$ cat src/shared/tcu_defines.svh
// register map, field positions, codes and reset values of the timer unit
`ifndef TCU_DEFINES_SVH
`define TCU_DEFINES_SVH

// register offsets on the plain register port
`define TCU_ADDR_W 3
`define TCU_OFS_CTRL 3'h0
`define TCU_OFS_CMP 3'h1
`define TCU_OFS_DUTY 3'h2
`define TCU_OFS_CNT 3'h3
`define TCU_OFS_CFG 3'h4

// unit control register fields
`define TCU_BIT_FFINIT 7
`define TCU_SRC_HI 6
`define TCU_SRC_LO 4
`define TCU_BIT_RUN 3
`define TCU_MODE_HI 2
`define TCU_MODE_LO 0

// configuration register fields
`define TCU_BIT_DIVSEL 0

// mode select codes
`define TCU_MODE_TIMER 3'h0
`define TCU_MODE_DIV 3'h1
`define TCU_MODE_PWM 3'h2

// source clock select codes
`define TCU_SRC_EVENT 3'h7

// prescaler tap exponents for select codes 0 to 3
`define TCU_TAP_EXP0 4'hB
`define TCU_TAP_EXP1 4'h7
`define TCU_TAP_EXP2 4'h5
`define TCU_TAP_EXP3 4'h3
`define TCU_PRESC_W 13

// counter limits and reset values
`define TCU_CNT_ZERO 8'h00
`define TCU_CNT_ONE 8'h01
`define TCU_CNT_MAX 8'hFF
`define TCU_RST_BYTE 8'h00
`define TCU_RST_MODE 3'h0
`define TCU_RST_SRC 3'h0
`define TCU_RST_FF 1'b0

`endif

$ cat src/shared/tcu_pkg.sv
// types shared by the timer unit modules
package tcu_pkg;

  typedef logic [7:0] tcu_byte_type;

  // state of one timer unit, apart from its prescaler and event synchroniser
  typedef struct packed {
    logic ffinit;
    logic [2:0] src;
    logic run;
    logic [2:0] mode;
    logic divsel;
    tcu_byte_type cmp;
    tcu_byte_type duty_act;
    tcu_byte_type duty_buf;
    tcu_byte_type cnt;
    tcu_byte_type rdata;
    logic tff;
    logic irq;
    logic div_pin;
    logic mod_pin;
  } tcu_state_type;

  // event pin synchroniser state
  typedef struct packed {
    logic meta;
    logic sync;
    logic prev;
    logic fall;
  } tcu_sync_type;

endpackage : tcu_pkg

$ cat src/hw/tcu_edge_sync.sv
// two-flop synchroniser and falling edge pulse for the event input pin
`timescale 1ns/1ps
`include "tcu_defines.svh"

module tcu_edge_sync
  import tcu_pkg::*;
(
  input wire logic i_sys_clk,
  input wire logic i_sys_rst,
  input wire logic i_ce,
  input wire logic i_pin,
  output logic o_fall
);

  tcu_sync_type st_r;
  tcu_sync_type st_nxt;

  // only the second flop and later stages feed the edge detector
  always_comb begin
    st_nxt = st_r;
    st_nxt.meta = i_pin;
    st_nxt.sync = st_r.meta;
    st_nxt.prev = st_r.sync;
    st_nxt.fall = st_r.prev & ~st_r.sync;
  end

  // idle high so reset release gives no false edge
  always_ff @(posedge i_sys_clk) begin
    if (i_sys_rst) begin
      st_r <= '{meta: 1'b1, sync: 1'b1, prev: 1'b1, fall: 1'b0};
    end else if (i_ce) begin
      st_r <= st_nxt;
    end
  end

  assign o_fall = st_r.fall;

endmodule : tcu_edge_sync

$ cat src/hw/tcu_prescaler.sv
// free-running prescaler with one selectable power-of-two tap pulse
`timescale 1ns/1ps
`include "tcu_defines.svh"

module tcu_prescaler
  import tcu_pkg::*;
#(
  parameter int WIDTH = `TCU_PRESC_W
) (
  input wire logic i_sys_clk,
  input wire logic i_sys_rst,
  input wire logic i_ce,
  input wire logic [1:0] i_sel,
  input wire logic i_divsel,
  output logic o_tick
);

  typedef struct packed {
    logic [WIDTH-1:0] cnt;
    logic tick;
  } tcu_presc_type;

  tcu_presc_type st_r;
  tcu_presc_type st_nxt;
  logic [3:0] tap_exp;
  logic [WIDTH-1:0] tap_mask;

  // tap selection, halved by divide select
  always_comb begin
    case (i_sel)
      2'h0: tap_exp = `TCU_TAP_EXP0;
      2'h1: tap_exp = `TCU_TAP_EXP1;
      2'h2: tap_exp = `TCU_TAP_EXP2;
      default: tap_exp = `TCU_TAP_EXP3;
    endcase
    tap_exp = tap_exp + {3'h0, i_divsel};
    tap_mask = ~({WIDTH{1'b1}} << tap_exp);
    st_nxt.cnt = st_r.cnt + {{(WIDTH-1){1'b0}}, 1'b1};
    st_nxt.tick = ((st_r.cnt & tap_mask) == tap_mask);
  end

  always_ff @(posedge i_sys_clk) begin
    if (i_sys_rst) begin
      st_r <= '0;
    end else if (i_ce) begin
      st_r <= st_nxt;
    end
  end

  assign o_tick = st_r.tick;

endmodule : tcu_prescaler

$ cat src/hw/tcu_timer.sv
// one 8-bit timer/counter unit: timer, event, divider and pwm modes
`timescale 1ns/1ps
`include "tcu_defines.svh"

// How it works
// Timer mode counts prescaler ticks; match raises interrupt, clears, continues.
// Compare register is unbuffered outside pwm; writes act immediately.
// Software leaves compare register alone while the counter runs.
// Software keeps initial value bit zero in timer and event modes.
// Source is one of four prescaler taps, each halved by divide select.
// Event mode counts event pin falling edges; match interrupts and clears.
// Event pin levels last two machine cycles; rate at most fc/16.
// Divider mode toggles flip-flop, clears and interrupts on each match.
// Divider output pin drives inverse of toggle flip-flop.
// Writing the initial value bit loads the flip-flop; reset clears it.
// Software sets the shared port output latch to one first.
// Stopped counter leaves output pins at their level until reload.
// Software stops first, then writes initial value bit separately.
// Pwm toggles on duty match, toggles again on overflow with interrupt.
// Modulated output pin drives inverse of toggle flip-flop.
// Pwm duty writes buffer while running, transfer at overflow or at once.
// Duty reads return active value until the overflow transfer.
// Software writes duty right after the overflow interrupt.
// Software stops the counter before entering stop power mode.
// Control bit 3 is run control, bit 7 initial value bit.
// Mode codes: 000 timer/event, 001 divider, 010 pwm; others idle.
// Run bit 0 stops; 1 starts from a cleared counter.
// Interrupt is one pulse per match or overflow.
module tcu_timer
  import tcu_pkg::*;
(
  input wire logic i_sys_clk,
  input wire logic i_sys_rst,
  input wire logic i_ce,
  input wire logic [`TCU_ADDR_W-1:0] i_addr,
  input wire logic [7:0] i_wdata,
  input wire logic i_wr,
  input wire logic i_rd,
  input wire logic i_event_input_pin,
  output logic [7:0] o_rdata,
  output logic o_match_interrupt,
  output logic o_divider_output_pin,
  output logic o_modulated_output_pin
);

  tcu_state_type state_r;
  tcu_state_type state_nxt;

  // tick sources
  logic presc_tick;
  logic event_fall;
  logic src_tick;

  // decoded helpers
  logic wr_ctrl;
  logic wr_cmp;
  logic wr_duty;
  logic wr_cfg;
  logic run_new;
  logic starting;
  logic stopping;
  logic pwm_running;
  logic count_en;
  tcu_byte_type cnt_inc;
  logic cmp_hit;
  logic duty_hit;
  logic overflow;

  // prescaler taps follow the stored select and divide bit
  tcu_prescaler #(
    .WIDTH(`TCU_PRESC_W)
  ) u_presc (
    .i_sys_clk(i_sys_clk),
    .i_sys_rst(i_sys_rst),
    .i_ce(i_ce),
    .i_sel(state_r.src[1:0]),
    .i_divsel(state_r.divsel),
    .o_tick(presc_tick)
  );

  // the pin is asynchronous, so it is synchronised before edge detection
  tcu_edge_sync u_evsync (
    .i_sys_clk(i_sys_clk),
    .i_sys_rst(i_sys_rst),
    .i_ce(i_ce),
    .i_pin(i_event_input_pin),
    .o_fall(event_fall)
  );

  // source select: internal tap codes, event pin code, others never tick
  always_comb begin
    if (state_r.src == `TCU_SRC_EVENT) begin
      // falling edge counting
      src_tick = event_fall;
    end else if (!state_r.src[2]) begin
      // internal prescaler tap
      src_tick = presc_tick;
    end else begin
      src_tick = 1'b0;
    end
  end

  // write decode and run transitions
  always_comb begin
    wr_ctrl = i_wr && (i_addr == `TCU_OFS_CTRL);
    wr_cmp = i_wr && (i_addr == `TCU_OFS_CMP);
    wr_duty = i_wr && (i_addr == `TCU_OFS_DUTY);
    wr_cfg = i_wr && (i_addr == `TCU_OFS_CFG);
    run_new = i_wdata[`TCU_BIT_RUN];
    starting = wr_ctrl && run_new && !state_r.run;
    stopping = wr_ctrl && !run_new && state_r.run;
    pwm_running = state_r.run && (state_r.mode == `TCU_MODE_PWM);
  end

  // counter arithmetic; compares see the live registers
  always_comb begin
    cnt_inc = state_r.cnt + `TCU_CNT_ONE;
    // compare uses the register as just written
    cmp_hit = (cnt_inc == state_r.cmp);
    duty_hit = (cnt_inc == state_r.duty_act);
    overflow = (state_r.cnt == `TCU_CNT_MAX);
    // a control write takes the cycle, so its tick is dropped
    count_en = state_r.run && src_tick && !wr_ctrl;
  end

  // next-state logic: register writes first, then counting, then reads
  always_comb begin
    state_nxt = state_r;
    state_nxt.irq = 1'b0;
    state_nxt.rdata = `TCU_RST_BYTE;

    // control register write
    if (wr_ctrl) begin
      state_nxt.mode = i_wdata[`TCU_MODE_HI:`TCU_MODE_LO];
      state_nxt.src = i_wdata[`TCU_SRC_HI:`TCU_SRC_LO];
      state_nxt.ffinit = i_wdata[`TCU_BIT_FFINIT];
      // bit 3 runs or stops the counter
      state_nxt.run = run_new;
      // a stopping write leaves the flip-flop as it was
      if (!stopping) begin
        // initial value bit loads the flip-flop
        state_nxt.tff = i_wdata[`TCU_BIT_FFINIT];
      end
      if (starting) begin
        // start from a cleared counter
        state_nxt.cnt = `TCU_CNT_ZERO;
      end
    end

    // compare register write, no shadow copy
    if (wr_cmp) begin
      // takes effect on the next compare
      state_nxt.cmp = i_wdata;
    end

    // duty register write
    if (wr_duty) begin
      state_nxt.duty_buf = i_wdata;
      if (!pwm_running) begin
        // stopped or other mode: transfer at once
        state_nxt.duty_act = i_wdata;
      end
    end

    // configuration register write
    if (wr_cfg) begin
      state_nxt.divsel = i_wdata[`TCU_BIT_DIVSEL];
    end

    // counting on each source tick while running, except in a control write cycle
    if (count_en) begin
      case (state_r.mode)
        `TCU_MODE_TIMER: begin
          // match clears and keeps counting
          if (cmp_hit) begin
            state_nxt.cnt = `TCU_CNT_ZERO;
            // one pulse per match
            state_nxt.irq = 1'b1;
          end else begin
            state_nxt.cnt = cnt_inc;
          end
        end
        `TCU_MODE_DIV: begin
          // match toggles, clears, interrupts
          if (cmp_hit) begin
            state_nxt.cnt = `TCU_CNT_ZERO;
            state_nxt.tff = ~state_r.tff;
            state_nxt.irq = 1'b1;
          end else begin
            state_nxt.cnt = cnt_inc;
          end
        end
        `TCU_MODE_PWM: begin
          // overflow toggles, clears, interrupts
          if (overflow) begin
            state_nxt.cnt = `TCU_CNT_ZERO;
            state_nxt.tff = ~state_r.tff;
            state_nxt.irq = 1'b1;
            // buffered duty moves over on the overflow
            // a coinciding write hands over its new value directly
            if (wr_duty) begin
              state_nxt.duty_act = i_wdata;
            end else begin
              state_nxt.duty_act = state_r.duty_buf;
            end
          end else begin
            state_nxt.cnt = cnt_inc;
            // duty match toggles and counting continues
            if (duty_hit) begin
              state_nxt.tff = ~state_r.tff;
            end
          end
        end
        default: begin
          // cascaded and warm-up codes are not served here
          state_nxt.cnt = state_r.cnt;
        end
      endcase
    end

    // read data, valid only in the cycle after the strobe
    if (i_rd) begin
      case (i_addr)
        `TCU_OFS_CTRL: begin
          state_nxt.rdata = {state_r.ffinit, state_r.src, state_r.run,
                             state_r.mode};
        end
        `TCU_OFS_CMP: begin
          state_nxt.rdata = state_r.cmp;
        end
        `TCU_OFS_DUTY: begin
          // the active value, not the pending buffer
          state_nxt.rdata = state_r.duty_act;
        end
        `TCU_OFS_CNT: begin
          state_nxt.rdata = state_r.cnt;
        end
        `TCU_OFS_CFG: begin
          state_nxt.rdata = {7'h00, state_r.divsel};
        end
        default: begin
          // unmapped offsets read as zero
          state_nxt.rdata = `TCU_RST_BYTE;
        end
      endcase
    end

    // pins follow the flip-flop of the same edge, so they stay flops
    // divider output is the inverted flip-flop
    state_nxt.div_pin = ~state_nxt.tff;
    // modulated output is the inverted flip-flop
    state_nxt.mod_pin = ~state_nxt.tff;
  end

  // single state register; clock enable low freezes everything
  always_ff @(posedge i_sys_clk) begin
    if (i_sys_rst) begin
      state_r.ffinit <= `TCU_RST_FF;
      state_r.src <= `TCU_RST_SRC;
      state_r.run <= 1'b0;
      state_r.mode <= `TCU_RST_MODE;
      state_r.divsel <= 1'b0;
      state_r.cmp <= `TCU_RST_BYTE;
      state_r.duty_act <= `TCU_RST_BYTE;
      state_r.duty_buf <= `TCU_RST_BYTE;
      state_r.cnt <= `TCU_CNT_ZERO;
      state_r.rdata <= `TCU_RST_BYTE;
      // reset clears the flip-flop, pins sit high
      state_r.tff <= `TCU_RST_FF;
      state_r.irq <= 1'b0;
      state_r.div_pin <= ~`TCU_RST_FF;
      state_r.mod_pin <= ~`TCU_RST_FF;
    end else if (i_ce) begin
      state_r <= state_nxt;
    end
  end

  // outputs straight from the state register
  assign o_rdata = state_r.rdata;
  assign o_match_interrupt = state_r.irq;
  assign o_divider_output_pin = state_r.div_pin;
  assign o_modulated_output_pin = state_r.mod_pin;

endmodule : tcu_timer

$ cat config.mk
export PLATFORM = sky130hd
export DESIGN_NAME = tcu_timer
export DESIGN_NICKNAME = d
export VERILOG_FILES = /design/src/shared/tcu_pkg.sv /design/src/hw/tcu_edge_sync.sv /design/src/hw/tcu_prescaler.sv /design/src/hw/tcu_timer.sv
export VERILOG_INCLUDE_DIRS = /design/src /design/src/shared
export SDC_FILE = /design/constraint.sdc
export NUM_CORES = 1
export LEC_CHECK = 0
export ABC_AREA = 0
export BUFFER_PORTS_ARGS = -buffer_cell sky130_fd_sc_hd__buf_4
export CORE_AREA = 2 2 90 92
export CTS_BUF_LIST = sky130_fd_sc_hd__clkbuf_4 sky130_fd_sc_hd__clkbuf_8 sky130_fd_sc_hd__clkbuf_16
export CTS_CLUSTER_SIZE = 25
export DETAILED_ROUTE_END_ITERATION = 8
export DIE_AREA = 0 0 92 94
export PLACE_DENSITY = 0.78
export SYNTH_ARGS = -nofsm -noshare
export SYNTH_HDL_FRONTEND = slang
export SYNTH_SLANG_ARGS = --single-unit
$ cat constraint.sdc
create_clock -name i_sys_clk -period 6.9 [get_ports i_sys_clk]
set_clock_uncertainty 0.1 [all_clocks]
set_input_delay 0.345 -clock i_sys_clk [delete_from_list [all_inputs] [get_ports i_sys_clk]]
set_output_delay 0.345 -clock i_sys_clk [all_outputs]
set_load 0.02 [all_outputs]
==> impl_metrics.py <==
metrics = {
    "timing": {
        "maxSlewViolCount": 0,
        "worstMarginPinSlew_ns": 1.14,
        "period_needed_ns": 2.73,
        "finalCritPeriodShare_pct": 39.5,
        "hold_ws_ns": 0.0961,
        "setup_violations": 0,
        "slew_headroom_pct": 23.6,
        "timing.final.hold_violations": 0,
        "timing.fmax_mhz": 367,
        "tns_ns": 0,
        "rsz0062_at_grt": "no",
    },
    "global_routing": {
        "gr-usage-all-layers_pct": 23.9,
        "grt_pass1_wl_um": 16200,
        "grt.overflow.total": 0,
        "antenna_found_initial": 0,
        "grt_max_degree": 70,
        "grt_pass1_vias": 3335,
    },
    "setup_path": {
        "crit_fanout": 8,
        "arrival_ns": 2.83,
        "r2r-end": "state_r[16]",
        "start_kind": "register",
        "path_cells": "ha_1, nand3_1, nor2_1, xnor2_1, nand4_2, o2111a_2, a211oi_2, nor3_1",
        "worstSetupEndpointType": "register",
        "worstReg2RegStart": "state_r[12]",
        "critPathRequiredTime_ns": 7.01,
        "reg2reg_depth": 8,
        "slowest_delay_ns": 0.52,
        "slowest_stage": "dfxtp_1",
        "rrSetupSlack_ns": 4.17,
        "critPathLaunch": "state_r[12]",
        "path_class": "reg2reg",
    },
    "clocking": {
        "tritoncts": "yes",
        "cts.sink_count": 70,
        "hold_buffers": 0,
        "htree_levels": 3,
        "ctsRootBufferMaster": "clkbuf_8",
        "clk_pin_slew_ns": 0.08,
        "clockBufferDepth": 2,
        "clk-insertion-delay-late_ns": 0.35,
        "cts_buffers": 9,
        "cts_setup_buffers": 0,
        "ctsResizeCount": 0,
    },
    "logic_synthesis": {
        "synth_cell_type_count": 70,
        "synth_mux_area_share_pct": 9.05,
        "synth_simple_gate_area_share_pct": 21.3,
        "synth_top_family_by_area": "simple AND/OR/NAND/NOR gates",
        "yosys.area.top_type": "dfxtp_1",
        "synth_top_area_share_pct": 34.3,
        "yosysWarnings": 0,
        "synth_edf_count": 0,
        "ys_top_cells_by_area": "dfxtp_1 (34%), mux2i_1 (4.9%), nor2_1 (4.6%), mux4_2 (3.9%), a21oi_1 (3.8%)",
        "syn_inst": 459,
        "syn_area_um2": 4080,
        "synthAdderAreaFrac_pct": 3.07,
        "synth-xor-area-share_pct": 6.23,
        "synthArstFlopShare_pct": 0,
        "syn_nets": 486,
        "synth-seq-cells": 70,
        "synth-compound-area-share_pct": 19.3,
        "yosysSeqAreaShare_pct": 34.3,
        "synth_area_per_cell_um2": 8.89,
        "synth_flop_cell": "dfxtp_1",
    },
    "place": {
        "gp_congestion": 0.907,
        "place_hpwl_um": 6860,
        "dp.cells": 554,
        "io_buffers": 27,
    },
    "cells_and_area": {
        "fin_util_pct": 59.3,
        "area_growth_pct": 10.6,
        "fin_cells": 570,
        "diodes": 0,
        "drive_gt1_share_pct": 17.1,
        "layout.nets": 490,
    },
    "routing": {
        "antenna_left": 0,
        "dr_total_vias": 3430,
        "drc": 0,
        "dr.pass1.iters": 6,
        "wire_per_inst_um": 17.1,
        "wl_um": 9760,
        "viasPerCell": 6.02,
        "drtIter0Drc": 263,
    },
    "hold_path": {
        "worstHoldStart": "i_event_input_pin",
        "min_path_type": "in2reg",
        "holdPathEnd": "u_evsync.st_nxt[2]",
        "min_path_cells": 2,
    },
    "power": {
        "vdd_drop_max_uv": 145,
        "p_leak_uw": 0.00165,
        "finalPower_uw": 928,
        "power_density_nw_per_um2": 206,
    },
    "floorplan": {
        "rows": 32,
        "io_pins": 28,
        "dieArea_um2": 8650,
        "die_h_um": 94,
        "initial_core_util_pct": 53.6,
        "die_w_um": 92,
        "placeableCoreArea_um2": 7610,
    },
    "outcome": {
        "status": "complete, no violations",
    },
    "flow_run": {
        "max_cap_violations": 0,
    },
}
worst max path at each step:
stage | endpoint | slack [ns] | depth (start not counted)
after floorplan | state_r[16] | 4.68 | 8
after global placement | state_r[16] | 4.37 | 8
after detailed placement | state_r[16] | 4.21 | 8
after CTS | state_r[16] | 4.19 | 8
after global routing | state_r[16] | 3.95 | 8
final | state_r[16] | 4.17 | 8
cell usage after synthesis, drive strengths merged, types with 2 or more instances:
cell type  count
a21oi         31
nor4           3
nand3b         2
nor2b         17
a31oi          2
nand3          9
a211oi         3
or3            5
and3b          2
mux2i         20
a22oi          2
nor2          51
nor4b          2
xnor2         12
xor2          17
o31ai          2
o211ai         3
mux4           7
a21o           4
buf           23
o21bai         4
nor3           7
a211o          2
inv           20
nand4         11
nand2b         4
o22ai         12
nand2         37
and3           4
ha            10
dfxtp         70
clkbuf        13
a221oi         8
nor3b          4
o21ai         14
o21a           4
cell usage in the layout, fill, tap and decap left out, types with 3 or more instances in the layout:
cell type  count
nor3b_1        4
nand4_1       10
o21bai_1       3
xnor2_1       12
nand3_1        8
a21o_1         4
nor3_1         5
inv_1         20
a21oi_1       31
dfxtp_1       70
o21a_1         4
clkbuf_8      10
a221oi_2       8
nand2b_1       4
o22ai_1       12
mux2i_1       20
xor2_1        17
buf_4         29
nand2_1       36
nor2_1        50
or3_1          5
mux4_2         7
bufinv_16      4
and3_1         4
ha_1          10
nor2b_1       17
o21ai_0       10
state kept, by name (all words and copies together), names as in the netlist:
register	cells
o_modulated_output_pin	1
o_rdata	8
u_presc.st_r	13
u_presc.o_tick	1
u_evsync.st_r	1
u_evsync.st_nxt	2
u_evsync.o_fall	1
o_match_interrupt	1
state_r	42
metal layers:
metal	vias up	track usage, %	share of wire, %	wire [µm]
met1	1665	30.2	44	4270
met3	26	5.86	5.8	570
met5	-	0	0	0
li1	1635	-	-	-
met4	0	11.7	3.8	368
met2	104	38.3	47	4550
critical path: cells and delay by family, from the launching register on:
family | cells | cell delay [ns]
XOR/XNOR | 1 | 0.20
AND/OR/NAND/NOR | 4 | 0.83
adder cells (fa/ha/maj) | 1 | 0.36
flip-flops | 1 | 0.52
AO/OA/AOI/OAI | 2 | 0.57
final cells by class:
cell class	instances	area [µm²]
fillers	665	3090
repair buffers	29	218
inverters	20	75.1
multi-input cells	333	2420
clock inverters	5	129
clock buffers	11	145
well taps	102	128
flip-flops and latches	70	1400
cell families (layout without fill, tap and decap cells):
kind of cell    Yosys count  after routing
compound gates          102            102
xor+xnor                 29             29
fa+ha+maj                10             10
buf+inv                  56             65
flops                    70             70
mux                      28             28
simple gates            164            164
metrics by stage:
step | instance area (µm²) | setup slack, ns
after floorplan | 4080 | 4.68
after global placement | 4240 | 4.37
after detailed placement | 4240 | 4.21
after CTS | 4510 | 4.19
after global routing | 4510 | 3.95
final | 4510 | 4.17
where the power goes:
part / internal [µW] / switching [µW]
clock network: 292 / 162
registers: 409 / 6.50
logic: 23.0 / 35.2
total: 724 / 204
Note: power is estimated with default switching activity, not from simulation.
